<file path="config.mk">
export PLATFORM = sky130hd
export DESIGN_NAME = pcc_top
export DESIGN_NICKNAME = d
export VERILOG_FILES = /design/src/shared/pcc_pkg.sv /design/src/shared/pcc_ovf_if.sv /design/src/core/pcc_top.sv /design/src/core/pcc_overflow.sv
export SDC_FILE = /design/constraint.sdc
export NUM_CORES = 1
export LEC_CHECK = 0
export BUFFER_PORTS_ARGS = -buffer_cell sky130_fd_sc_hd__buf_4
export CAP_MARGIN = 10
export CORE_ASPECT_RATIO = 0.5
export CORE_MARGIN = 2
export CORE_UTILIZATION = 52
export DETAILED_ROUTE_END_ITERATION = 16
export GPL_ROUTABILITY_DRIVEN = 0
export PLACE_DENSITY = 0.8
export SYNTH_ARGS = -nofsm -noshare
export SYNTH_HDL_FRONTEND = slang
export SYNTH_HIERARCHICAL = 1
export SYNTH_SLANG_ARGS = --single-unit
</file>
<file path="constraint.sdc">
create_clock -name sys_clk -period 2.81 [get_ports sys_clk]
set_input_delay 0.7025 -clock sys_clk [delete_from_list [all_inputs] [get_ports sys_clk]]
set_output_delay 0.7025 -clock sys_clk [all_outputs]
set_load 0.02 [all_outputs]
</file>
<file path="src/shared/pcc_pkg.sv">
// constants and types for the pwm cycle configuration block
package pcc_pkg;

  // channel count and widths
  localparam int PCC_CHANNELS = 3;
  localparam int PCC_CNT_W = 16;
  localparam int PCC_LOW_W = 11;
  localparam int PCC_CHAN_W = 2;

  // configuration register address and reset value
  localparam logic [7:0] PCC_CFG_ADDR = 8'hF7;
  localparam logic [7:0] PCC_CFG_RESET = 8'h00;

  // configuration register field positions
  localparam int PCC_BANK_BIT = 7;
  localparam int PCC_IRQEN_BIT = 6;
  localparam int PCC_FLAG_BIT = 5;
  localparam int PCC_LEN_LSB = 0;
  localparam int PCC_LEN_MSB = 1;
  localparam logic [2:0] PCC_UNUSED_READ = 3'h0;

  // bank select values
  localparam logic PCC_BANK_COMPARE = 1'b0;
  localparam logic PCC_BANK_RELOAD = 1'b1;

  // cycle length codes
  typedef enum logic [1:0] {
    PCC_LEN8 = 2'h0,
    PCC_LEN9 = 2'h1,
    PCC_LEN10 = 2'h2,
    PCC_LEN11 = 2'h3
  } pcc_len_type;

  // low-bit masks of the main counter, indexed by length code
  localparam logic [PCC_LOW_W-1:0] PCC_LEN_MASK [4] = '{
    11'h0FF, 11'h1FF, 11'h3FF, 11'h7FF
  };

  // compare-value byte addresses per channel
  localparam logic [7:0] PCC_CMP_LOW_ADDR [PCC_CHANNELS] = '{8'hE9, 8'hEB, 8'hED};
  localparam logic [7:0] PCC_CMP_HIGH_ADDR [PCC_CHANNELS] = '{8'hEA, 8'hEC, 8'hEE};

  // reset values of the reload bank
  localparam logic [7:0] PCC_RELOAD_RESET = 8'h00;

endpackage

</file>
<file path="src/shared/pcc_ovf_if.sv">
// carrier between the configuration top and the rollover detector
interface pcc_ovf_if;
  import pcc_pkg::*;
  logic [PCC_CNT_W-1:0] count;
  logic tick;
  pcc_len_type length;
  logic rollover;
  modport top (output count, output tick, output length, input rollover);
  modport det (input count, input tick, input length, output rollover);
endinterface

</file>
<file path="src/core/pcc_top.sv">
// pwm cycle configuration register, overflow flag and reload bank
module pcc_top
  import pcc_pkg::*;
(
  input wire logic sys_clk,
  input wire logic rstn,
  input wire logic ce,
  input wire logic [7:0] sfr_addr,
  input wire logic [7:0] sfr_wdata,
  input wire logic sfr_wr,
  input wire logic sfr_rd,
  output logic [7:0] sfr_rdata,
  output logic sfr_rdata_valid,
  input wire logic [PCC_CNT_W-1:0] main_counter,
  input wire logic counter_tick,
  input wire logic [PCC_CHANNELS-1:0] channel_pwm_enable,
  input wire logic [PCC_CHANNELS-1:0] wide_pwm_select,
  input wire logic [PCC_CNT_W-1:0] compare_value [PCC_CHANNELS],
  output logic compare_wr,
  output logic [PCC_CHAN_W-1:0] compare_wr_chan,
  output logic compare_wr_high,
  output logic [7:0] compare_wr_data,
  output logic [PCC_CNT_W-1:0] reload_value [PCC_CHANNELS],
  output logic [PCC_CHANNELS-1:0] reload_active,
  output logic [PCC_CHANNELS-1:0] uses_cycle_length,
  output logic reload_bank_select,
  output logic cycle_overflow_irq_enable,
  output logic cycle_overflow_flag,
  output pcc_len_type cycle_length_select,
  output logic counter_array_irq
);

  pcc_ovf_if ovf ();

  logic cfg_hit;
  logic cfg_wr;
  logic cfg_rd;
  logic [PCC_CHANNELS-1:0] hit_low;
  logic [PCC_CHANNELS-1:0] hit_high;
  logic cmp_hit;
  logic [PCC_CHAN_W-1:0] hit_chan;
  logic hit_is_high;
  logic [7:0] cfg_read;
  logic [7:0] cmp_read;
  logic [7:0] rld_read;
  logic next_flag;
  logic next_irq_en;
  logic [7:0] reload_low [PCC_CHANNELS];
  logic [7:0] reload_high [PCC_CHANNELS];

  // rollover detector on the main counter
  assign ovf.count = main_counter;
  assign ovf.tick = counter_tick;
  assign ovf.length = cycle_length_select;

  pcc_overflow u_overflow (
    .ovf(ovf.det)
  );

  // configuration register decode
  assign cfg_hit = (sfr_addr == PCC_CFG_ADDR);
  assign cfg_wr = sfr_wr & cfg_hit;
  assign cfg_rd = sfr_rd & cfg_hit;

  // compare-value address decode per channel
  always_comb begin
    hit_low = '0;
    hit_high = '0;
    hit_chan = '0;
    hit_is_high = 1'b0;
    for (int n = 0; n < PCC_CHANNELS; n++) begin
      hit_low[n] = (sfr_addr == PCC_CMP_LOW_ADDR[n]);
      hit_high[n] = (sfr_addr == PCC_CMP_HIGH_ADDR[n]);
      if (hit_low[n] | hit_high[n]) begin
        hit_chan = PCC_CHAN_W'(n);
        hit_is_high = hit_high[n];
      end
    end
  end
  assign cmp_hit = |{hit_low, hit_high};

  // configuration read image, unused bits forced low
  assign cfg_read = {reload_bank_select, cycle_overflow_irq_enable, cycle_overflow_flag,
                     PCC_UNUSED_READ, cycle_length_select};

  // read images of the two banks at the decoded address
  assign cmp_read = hit_is_high ? compare_value[hit_chan][15:8]
                                : compare_value[hit_chan][7:0];
  assign rld_read = hit_is_high ? reload_high[hit_chan] : reload_low[hit_chan];

  // flag: hardware set wins over a software clear
  assign next_flag = ovf.rollover
                   | (cfg_wr ? sfr_wdata[PCC_FLAG_BIT] : cycle_overflow_flag);
  assign next_irq_en = cfg_wr ? sfr_wdata[PCC_IRQEN_BIT] : cycle_overflow_irq_enable;

  // bank select, interrupt enable and cycle length fields
  always_ff @(posedge sys_clk) begin
    if (!rstn) begin
      reload_bank_select <= PCC_CFG_RESET[PCC_BANK_BIT];
      cycle_overflow_irq_enable <= PCC_CFG_RESET[PCC_IRQEN_BIT];
      cycle_length_select <= pcc_len_type'(PCC_CFG_RESET[PCC_LEN_MSB:PCC_LEN_LSB]);
    end else if (ce && cfg_wr) begin
      // bits 4:2 are dropped here
      reload_bank_select <= sfr_wdata[PCC_BANK_BIT];
      cycle_overflow_irq_enable <= sfr_wdata[PCC_IRQEN_BIT];
      cycle_length_select <= pcc_len_type'(sfr_wdata[PCC_LEN_MSB:PCC_LEN_LSB]);
    end
  end

  // cycle overflow flag, sticky until a software write of zero
  always_ff @(posedge sys_clk) begin
    if (!rstn) begin
      cycle_overflow_flag <= PCC_CFG_RESET[PCC_FLAG_BIT];
    end else if (ce) begin
      cycle_overflow_flag <= next_flag;
    end
  end

  // interrupt request follows flag and enable together
  always_ff @(posedge sys_clk) begin
    if (!rstn) begin
      counter_array_irq <= 1'b0;
    end else if (ce) begin
      counter_array_irq <= next_flag & next_irq_en;
    end
  end

  // reload bank writes when the bank select points at it
  always_ff @(posedge sys_clk) begin
    if (!rstn) begin
      for (int n = 0; n < PCC_CHANNELS; n++) begin
        reload_low[n] <= PCC_RELOAD_RESET;
        reload_high[n] <= PCC_RELOAD_RESET;
      end
    end else if (ce && sfr_wr && reload_bank_select == PCC_BANK_RELOAD) begin
      for (int n = 0; n < PCC_CHANNELS; n++) begin
        if (hit_low[n]) begin
          reload_low[n] <= sfr_wdata;
        end
        if (hit_high[n]) begin
          reload_high[n] <= sfr_wdata;
        end
      end
    end
  end

  // reload values presented to the channels
  always_ff @(posedge sys_clk) begin
    if (!rstn) begin
      for (int n = 0; n < PCC_CHANNELS; n++) begin
        reload_value[n] <= '0;
      end
    end else if (ce) begin
      for (int n = 0; n < PCC_CHANNELS; n++) begin
        reload_value[n] <= {reload_high[n], reload_low[n]};
      end
    end
  end

  // compare bank writes passed on to the channel registers
  always_ff @(posedge sys_clk) begin
    if (!rstn) begin
      compare_wr <= 1'b0;
      compare_wr_chan <= '0;
      compare_wr_high <= 1'b0;
      compare_wr_data <= '0;
    end else if (ce) begin
      compare_wr <= sfr_wr & cmp_hit & (reload_bank_select == PCC_BANK_COMPARE);
      if (sfr_wr && cmp_hit) begin
        compare_wr_chan <= hit_chan;
        compare_wr_high <= hit_is_high;
        compare_wr_data <= sfr_wdata;
      end
    end
  end

  // read answer, one cycle after the read strobe
  always_ff @(posedge sys_clk) begin
    if (!rstn) begin
      sfr_rdata <= '0;
      sfr_rdata_valid <= 1'b0;
    end else if (ce) begin
      sfr_rdata_valid <= cfg_rd | (sfr_rd & cmp_hit);
      if (cfg_rd) begin
        sfr_rdata <= cfg_read;
      end else if (sfr_rd && cmp_hit) begin
        sfr_rdata <= (reload_bank_select == PCC_BANK_RELOAD) ? rld_read : cmp_read;
      end
    end
  end

  // per-channel use of the cycle length and of the reload bank
  always_ff @(posedge sys_clk) begin
    if (!rstn) begin
      uses_cycle_length <= '0;
      reload_active <= '0;
    end else if (ce) begin
      for (int n = 0; n < PCC_CHANNELS; n++) begin
        // wide channels ignore the selected length
        uses_cycle_length[n] <= channel_pwm_enable[n] & ~wide_pwm_select[n];
        // reload only matters beyond the 8-bit cycle
        reload_active[n] <= channel_pwm_enable[n] & ~wide_pwm_select[n]
                          & (cycle_length_select != PCC_LEN8);
      end
    end
  end

endmodule

</file>
<file path="src/core/pcc_overflow.sv">
// rollover detector for the selected low bits of the main counter
module pcc_overflow
  import pcc_pkg::*;
(
  pcc_ovf_if.det ovf
);

  logic [PCC_LOW_W-1:0] mask;
  logic [PCC_LOW_W-1:0] low_bits;

  // mask of the bits that make up one pwm cycle
  assign mask = PCC_LEN_MASK[ovf.length];
  assign low_bits = ovf.count[PCC_LOW_W-1:0];

  // all ones on a counting edge means the next value wraps to zero
  assign ovf.rollover = ovf.tick & ((low_bits & mask) == mask);

endmodule

</file>
Word-level counts from Yosys, hierarchy flattened
Memories as Yosys holds them, arrays and structs flattened. A register that Yosys moved wholly into a read port is not among the register bits. Index checks and enable logic that the tools add are counted.

Register bits: 33. Memory bits (writable): 48. Input port bits: 92. Output and inout port bits: 81. Word-level logic and storage cells: 121. Memories kept: 2.

Memory list: reload_high (depth 3, bits a word 8, rd ports 4, clocked after Yosys merged registers in 3, wr ports 3, line pcc_top.sv:49) `logic [7:0] reload_high [PCC_CHANNELS];`; reload_low (depth 3, bits a word 8, rd ports 4, clocked after Yosys merged registers in 3, wr ports 3, line pcc_top.sv:48) `logic [7:0] reload_low [PCC_CHANNELS];`.

Order comparisons: 2. Eq/ne operators: 8. Multiplexer cells: 49. Bitwise logic cells: 31. Reduce and logical (&&, ||, !) cells: 16.

Operators by type and width (number): 8-bit two-way mux (11); 8-bit equality test, second input constant (7); 16-bit binary-select mux with 2-bit select (1); 16-bit two-way mux (2); 1-bit two-way mux (31); 11-bit binary-select mux with 2-bit select (1); 11-bit two-way mux (2); 1-bit bitwise AND (13); 11-bit bitwise AND (1); 11-bit equality test (1); 1-bit OR (11); 3-bit >= comparator, second input constant (2); 1-bit zero test (6); 2-bit NOT with 3-bit output (2); 6-bit OR reduction (1); 1-bit logical AND (5); 1-bit NOT (4); 2-bit AND reduction (2); 2-bit nonzero test (2); 2-bit two-way mux (1).

Longest topological paths before layout
Word-level depth: 12. Mapped depth: 8. Gate-level depth less buffers: 7.

By module
The synthesis kept the hierarchy.

By module, submodules not included: pcc_top (times used 1, cells each 579, area each 5962.0 sq um, seq. area each 3062.9 sq um); pcc_overflow (times used 1, cells each 8, area each 43.8 sq um, seq. area each 0.0 sq um).

Least setup slack after synthesis
Ideal clock, no wire load.

Path type: input -> register. Start: input sfr_addr[6]. End: memory reload_high[1][0] (enable). Setup time: 0.398 ns. Arrival time: 2.244 ns. Required time: 2.412 ns. Setup slack: 0.168 ns. Stages: 3. Path buffers: 1. Path through: nand3_1 > clkbuf_1 > o41ai_1.

RTL lines: start: declaration (line pcc_top.sv:8) `input wire logic [7:0] sfr_addr,`; end: declaration (line pcc_top.sv:49).

Final worst setup path
Start: input sfr_addr[2]. End: register sfr_rdata[1].

Word-level cells in the longest chain between the ends: 12. Elaborated cells on any way between the ends: 31. Classes of those cells: eq/ne: 7; mux: 13; bitwise: 5; reduce/logical: 4; memory: 2.

RTL lines: 8-bit equality test, on equally long branches (line pcc_top.sv:72, pcc_top.sv:73); 1-bit OR (line pcc_top.sv:74) `if (hit_low[n] | hit_high[n]) begin`; 1-bit two-way mux (line pcc_top.sv:74); 2-bit two-way mux (line pcc_top.sv:74); 2-bit NOT with 3-bit output (not written as such) (line pcc_top.sv:87, pcc_top.sv:88); 16-bit binary-select mux with 2-bit select (line pcc_top.sv:87, pcc_top.sv:88); 16-bit two-way mux (not written as such) (2 in series) (line pcc_top.sv:88) `: compare_value[hit_chan][7:0];`; 8-bit two-way mux (line pcc_top.sv:87) `assign cmp_read = hit_is_high ? compare_value[hit_chan][15:8]`; 8-bit two-way mux (line pcc_top.sv:187) `sfr_rdata <= (reload_bank_select == PCC_BANK_RELOAD) ? rld_read : cmp_read;`; 8-bit two-way mux (line pcc_top.sv:186) `end else if (sfr_rd && cmp_hit) begin`; 8-bit two-way mux (line pcc_top.sv:184) `if (cfg_rd) begin`; end signal: assignment (line pcc_top.sv:185) `sfr_rdata <= cfg_read;`; end signal: assignment (line pcc_top.sv:187); end: declaration (line pcc_top.sv:12) `output logic [7:0] sfr_rdata,`.

Several ways; a longest one is shown, not always the timed one. The select of a mux whose other input is x is not followed. A chain may end at the register's enable or synchronous reset.

==> results.sh <==
export IMPL_ctsRootBufferMaster="sky130_fd_sc_hd__clkbuf_16"
export IMPL_drt_first_pass_iters=8
export IMPL_final_net_count=860
export IMPL_synth_top_cells_by_area="sky130_fd_sc_hd__dfxtp_1, sky130_fd_sc_hd__edfxtp_1, sky130_fd_sc_hd__mux2i_1"
export IMPL_cts_setup_buffers=0
export IMPL_postSynthRegisterBits=129
export IMPL_finalCriticalPeriod_ns=2.39
export IMPL_synth_edff_count=48
export IMPL_place_detailed_hpwl_um=13500
export IMPL_hp_class="register to register"
export IMPL_grt_max_degree=54
export IMPL_max_freq_ghz=0.419
export IMPL_fp_dieH_um=80.0
export IMPL_leakage_power_total_nw=3.47
export IMPL_final_max_slew_violation_count=0
export IMPL_grt_antenna_before_repair=0
export IMPL_io_buffer_count=167
export IMPL_dr_max_layer_used="met4"
export IMPL_effective_utilization_at_floorplan_pct=54.0
export IMPL_clk_pin_slew_worst_paths_ns=0.06
export IMPL_insertedDiodeCount=0
export IMPL_global_route_wire_length_before_repair_um=29400
export IMPL_synth_avg_cell_area_sq_um=10.2
export IMPL_rsz0062_at_grt="false"
export IMPL_synth_area_sq_um=6010
export IMPL_setup_violations=0
export IMPL_min_period_over_period_pct=84.9
export IMPL_layout_drive_gt1_share_pct=30.5
export IMPL_dieArea_sq_um=12500
export IMPL_cts_htree_levels=4
export IMPL_cts_resized_gates=0
export IMPL_required_ns=3.14
export IMPL_top_level_i_o_count=173
export IMPL_synth_top_flop_cell="sky130_fd_sc_hd__dfxtp_1"
export IMPL_design_core_area_sq_um=11100
export IMPL_cts_path_max_buffers=2
export IMPL_vdd_ir_drop_worst_uv=481
export IMPL_setup_worst_path_end_class="register"
export IMPL_relSlewSlack_pct=46.1
export IMPL_timing_clock_skew_ns=0.00750
export IMPL_asyncSetResetFlopFracSynth_pct=0
export IMPL_worstMarginPinSlew_ns=0.809
export IMPL_via_per_inst=6.06
export IMPL_path_cells="buf_4 -> nand3b_1 -> a211oi_1 -> nor2_1 -> a211oi_1 -> o21ai_0 -> a31oi_1"
export IMPL_routedWlPerCell_um=20.8
export IMPL_wl_met3_um=2350
export IMPL_critical_path_most_common_cell="sky130_fd_sc_hd__a211oi_1"
export IMPL_met2WireLength_um=8540
export IMPL_cts_tree="yes"
export IMPL_critical_path_slowest_cell="sky130_fd_sc_hd__a211oi_1"
export IMPL_cts_hold_buf=0
export IMPL_post_synth_top_area_fraction_pct=27.0
export IMPL_route_final_wire_length_um=19300
export IMPL_place_ws_ns=0.219
export IMPL_crit_path_start_kind="input pin"
export IMPL_drv_cap=0
export IMPL_netlist_cell_type_count=62
export IMPL_total_of_warnings_raised_by_yosys=6
export IMPL_rows=27
export IMPL_clock_sink_count=129
export IMPL_yosysSeqAreaShare_pct=51.0
export IMPL_cpPeakStageDelay_ns=0.59
export IMPL_drtAntennaViolNets=0
export IMPL_peak_fanout_along_the_critical_path=26
export IMPL_globalRoute_totalOverflow=0
export IMPL_timing_setup_critical_path_class="input pin to register"
export IMPL_power_density_nw_per_um2=590
export IMPL_net_count_of_the_mapped_netlist=679
export IMPL_tritoncts_num_buffers=17
export IMPL_mostFrequentLayoutCell="sky130_fd_sc_hd__buf_4"
export IMPL_outcome="finished clean"
export IMPL_wirelength_met1_um=7990
export IMPL_timing_hold_violations_final=0
export IMPL_area_growth_pct=35.8
export IMPL_track_usage_pct=31.1
export IMPL_highest_count_cells_in_the_layout_ignoring_fill_and_taps="sky130_fd_sc_hd__buf_4, sky130_fd_sc_hd__dfxtp_1, sky130_fd_sc_hd__mux2i_1"
export IMPL_die_width_um=156
export IMPL_post_synth_top_area_cell="sky130_fd_sc_hd__dfxtp_1"
export IMPL_via_count=5607
export IMPL_post_synth_inst_count=587
export IMPL_iteration_0_drc_count_of_the_detailed_router=797
export IMPL_clock_insertion_delay_worst_skew_ns=0.41
export IMPL_grt_pass1_vias=5425
export IMPL_setup_tns_final_ns=0
export IMPL_critical_path_arrival_ns=2.71
export IMPL_setup_slack_ns=0.423
export IMPL_post_route_drc_count=0
[report_power, final]
group | total [mW] | internal, mW | switching [mW]
registers | 2.03 | 1.99 | 0.0367
logic | 0.484 | 0.221 | 0.263
clock network | 2.30 | 1.48 | 0.820
total | 4.81 | 3.69 | 1.12
[critical path: cells and delay by family]
kind / cells / cell delay, ns
AO/OA/AOI/OAI: 4 / 1.27
buffers and inverters: 1 / 0.25
AND/OR/NAND/NOR: 2 / 0.48
[cell usage after synthesis, drive strengths merged, types with 2 or more instances]
master	number
a22o	7
a2bb2oi	2
edfxtp	48
a222oi	5
o221a	2
or3b	2
o21bai	3
nand3b	2
or2	2
a41oi	2
and3b	3
o2111ai	4
nor3b	3
dfxtp	81
a221o	3
o211ai	4
nor3	4
nand4	6
and2	18
a22oi	3
nor4	8
a21oi	21
buf	14
nand2b	12
nand3	17
a221oi	3
o21ai	34
nor2	71
or3	3
nand2	27
clkbuf	21
nor2b	27
inv	11
a31oi	5
mux2i	76
and3	2
o221ai	11
a211oi	7
[final cells by class]
class,instances,area (sq um)
multi-input combinational,412,2750
timing repair buffer,197,1500
tap,145,181
clock inverter,14,186
inverter,11,41.3
clock buffer,18,429
fill,800,2960
sequential,129,3060
[per-stage QoR]
step / cell area, sq um / util [%] / hold slack, ns / cells / power, mW
floorplan: 6010 / - / 0.474 / 587 / 2.30
global placement: 7540 / 67.8 / 0.455 / 894 / 2.53
detailed placement: 7540 / 67.8 / 0.482 / 894 / 2.54
CTS: 8160 / 73.4 / 0.493 / 926 / 4.82
global route: 8160 / 73.4 / 0.507 / 926 / 4.95
finish: 8160 / 73.4 / 0.491 / 926 / 4.81
[registers in the layout, summed over array words and instances (netlist names)]
register / cells
compare_wr: 1
compare_wr_chan: 2
compare_wr_data: 8
compare_wr_high: 1
counter_array_irq: 1
cycle_length_select: 2
cycle_overflow_flag: 1
cycle_overflow_irq_enable: 1
reload_active: 3
reload_bank_select: 1
reload_high: 24
reload_low: 24
reload_value: 48
sfr_rdata: 8
sfr_rdata_valid: 1
uses_cycle_length: 3
[cells by family after synthesis]
kind of cell / after synthesis / share of synthesized area, %
flops: 129 / 51.0
compound gates: 124 / 14.7
mux: 77 / 12.9
simple gates: 211 / 18.2
buf+inv: 46 / 3.21
[final timing paths]
check                          start               end  slack (ns)  cells past startpoint
hold / removal      reload_value[44]  reload_value[44]        0.49                      2
hold reg to reg     reload_value[44]  reload_value[44]        0.49                      2
setup / recovery         sfr_addr[2]      sfr_rdata[1]        0.42                      7
setup reg to reg  reload_bank_select  reload_low[0][6]        0.71                      4
[layer usage]
| layer | GRT usage (%) | up-vias |
|---|---|---|
| met5 | 0 | - |
| met4 | 11.5 | 0 |
| met3 | 9.12 | 42 |
| met2 | 48.7 | 366 |
| met1 | 41.3 | 2658 |
| li1 | - | 2541 |
Note: power is estimated with default switching activity, not from simulation.
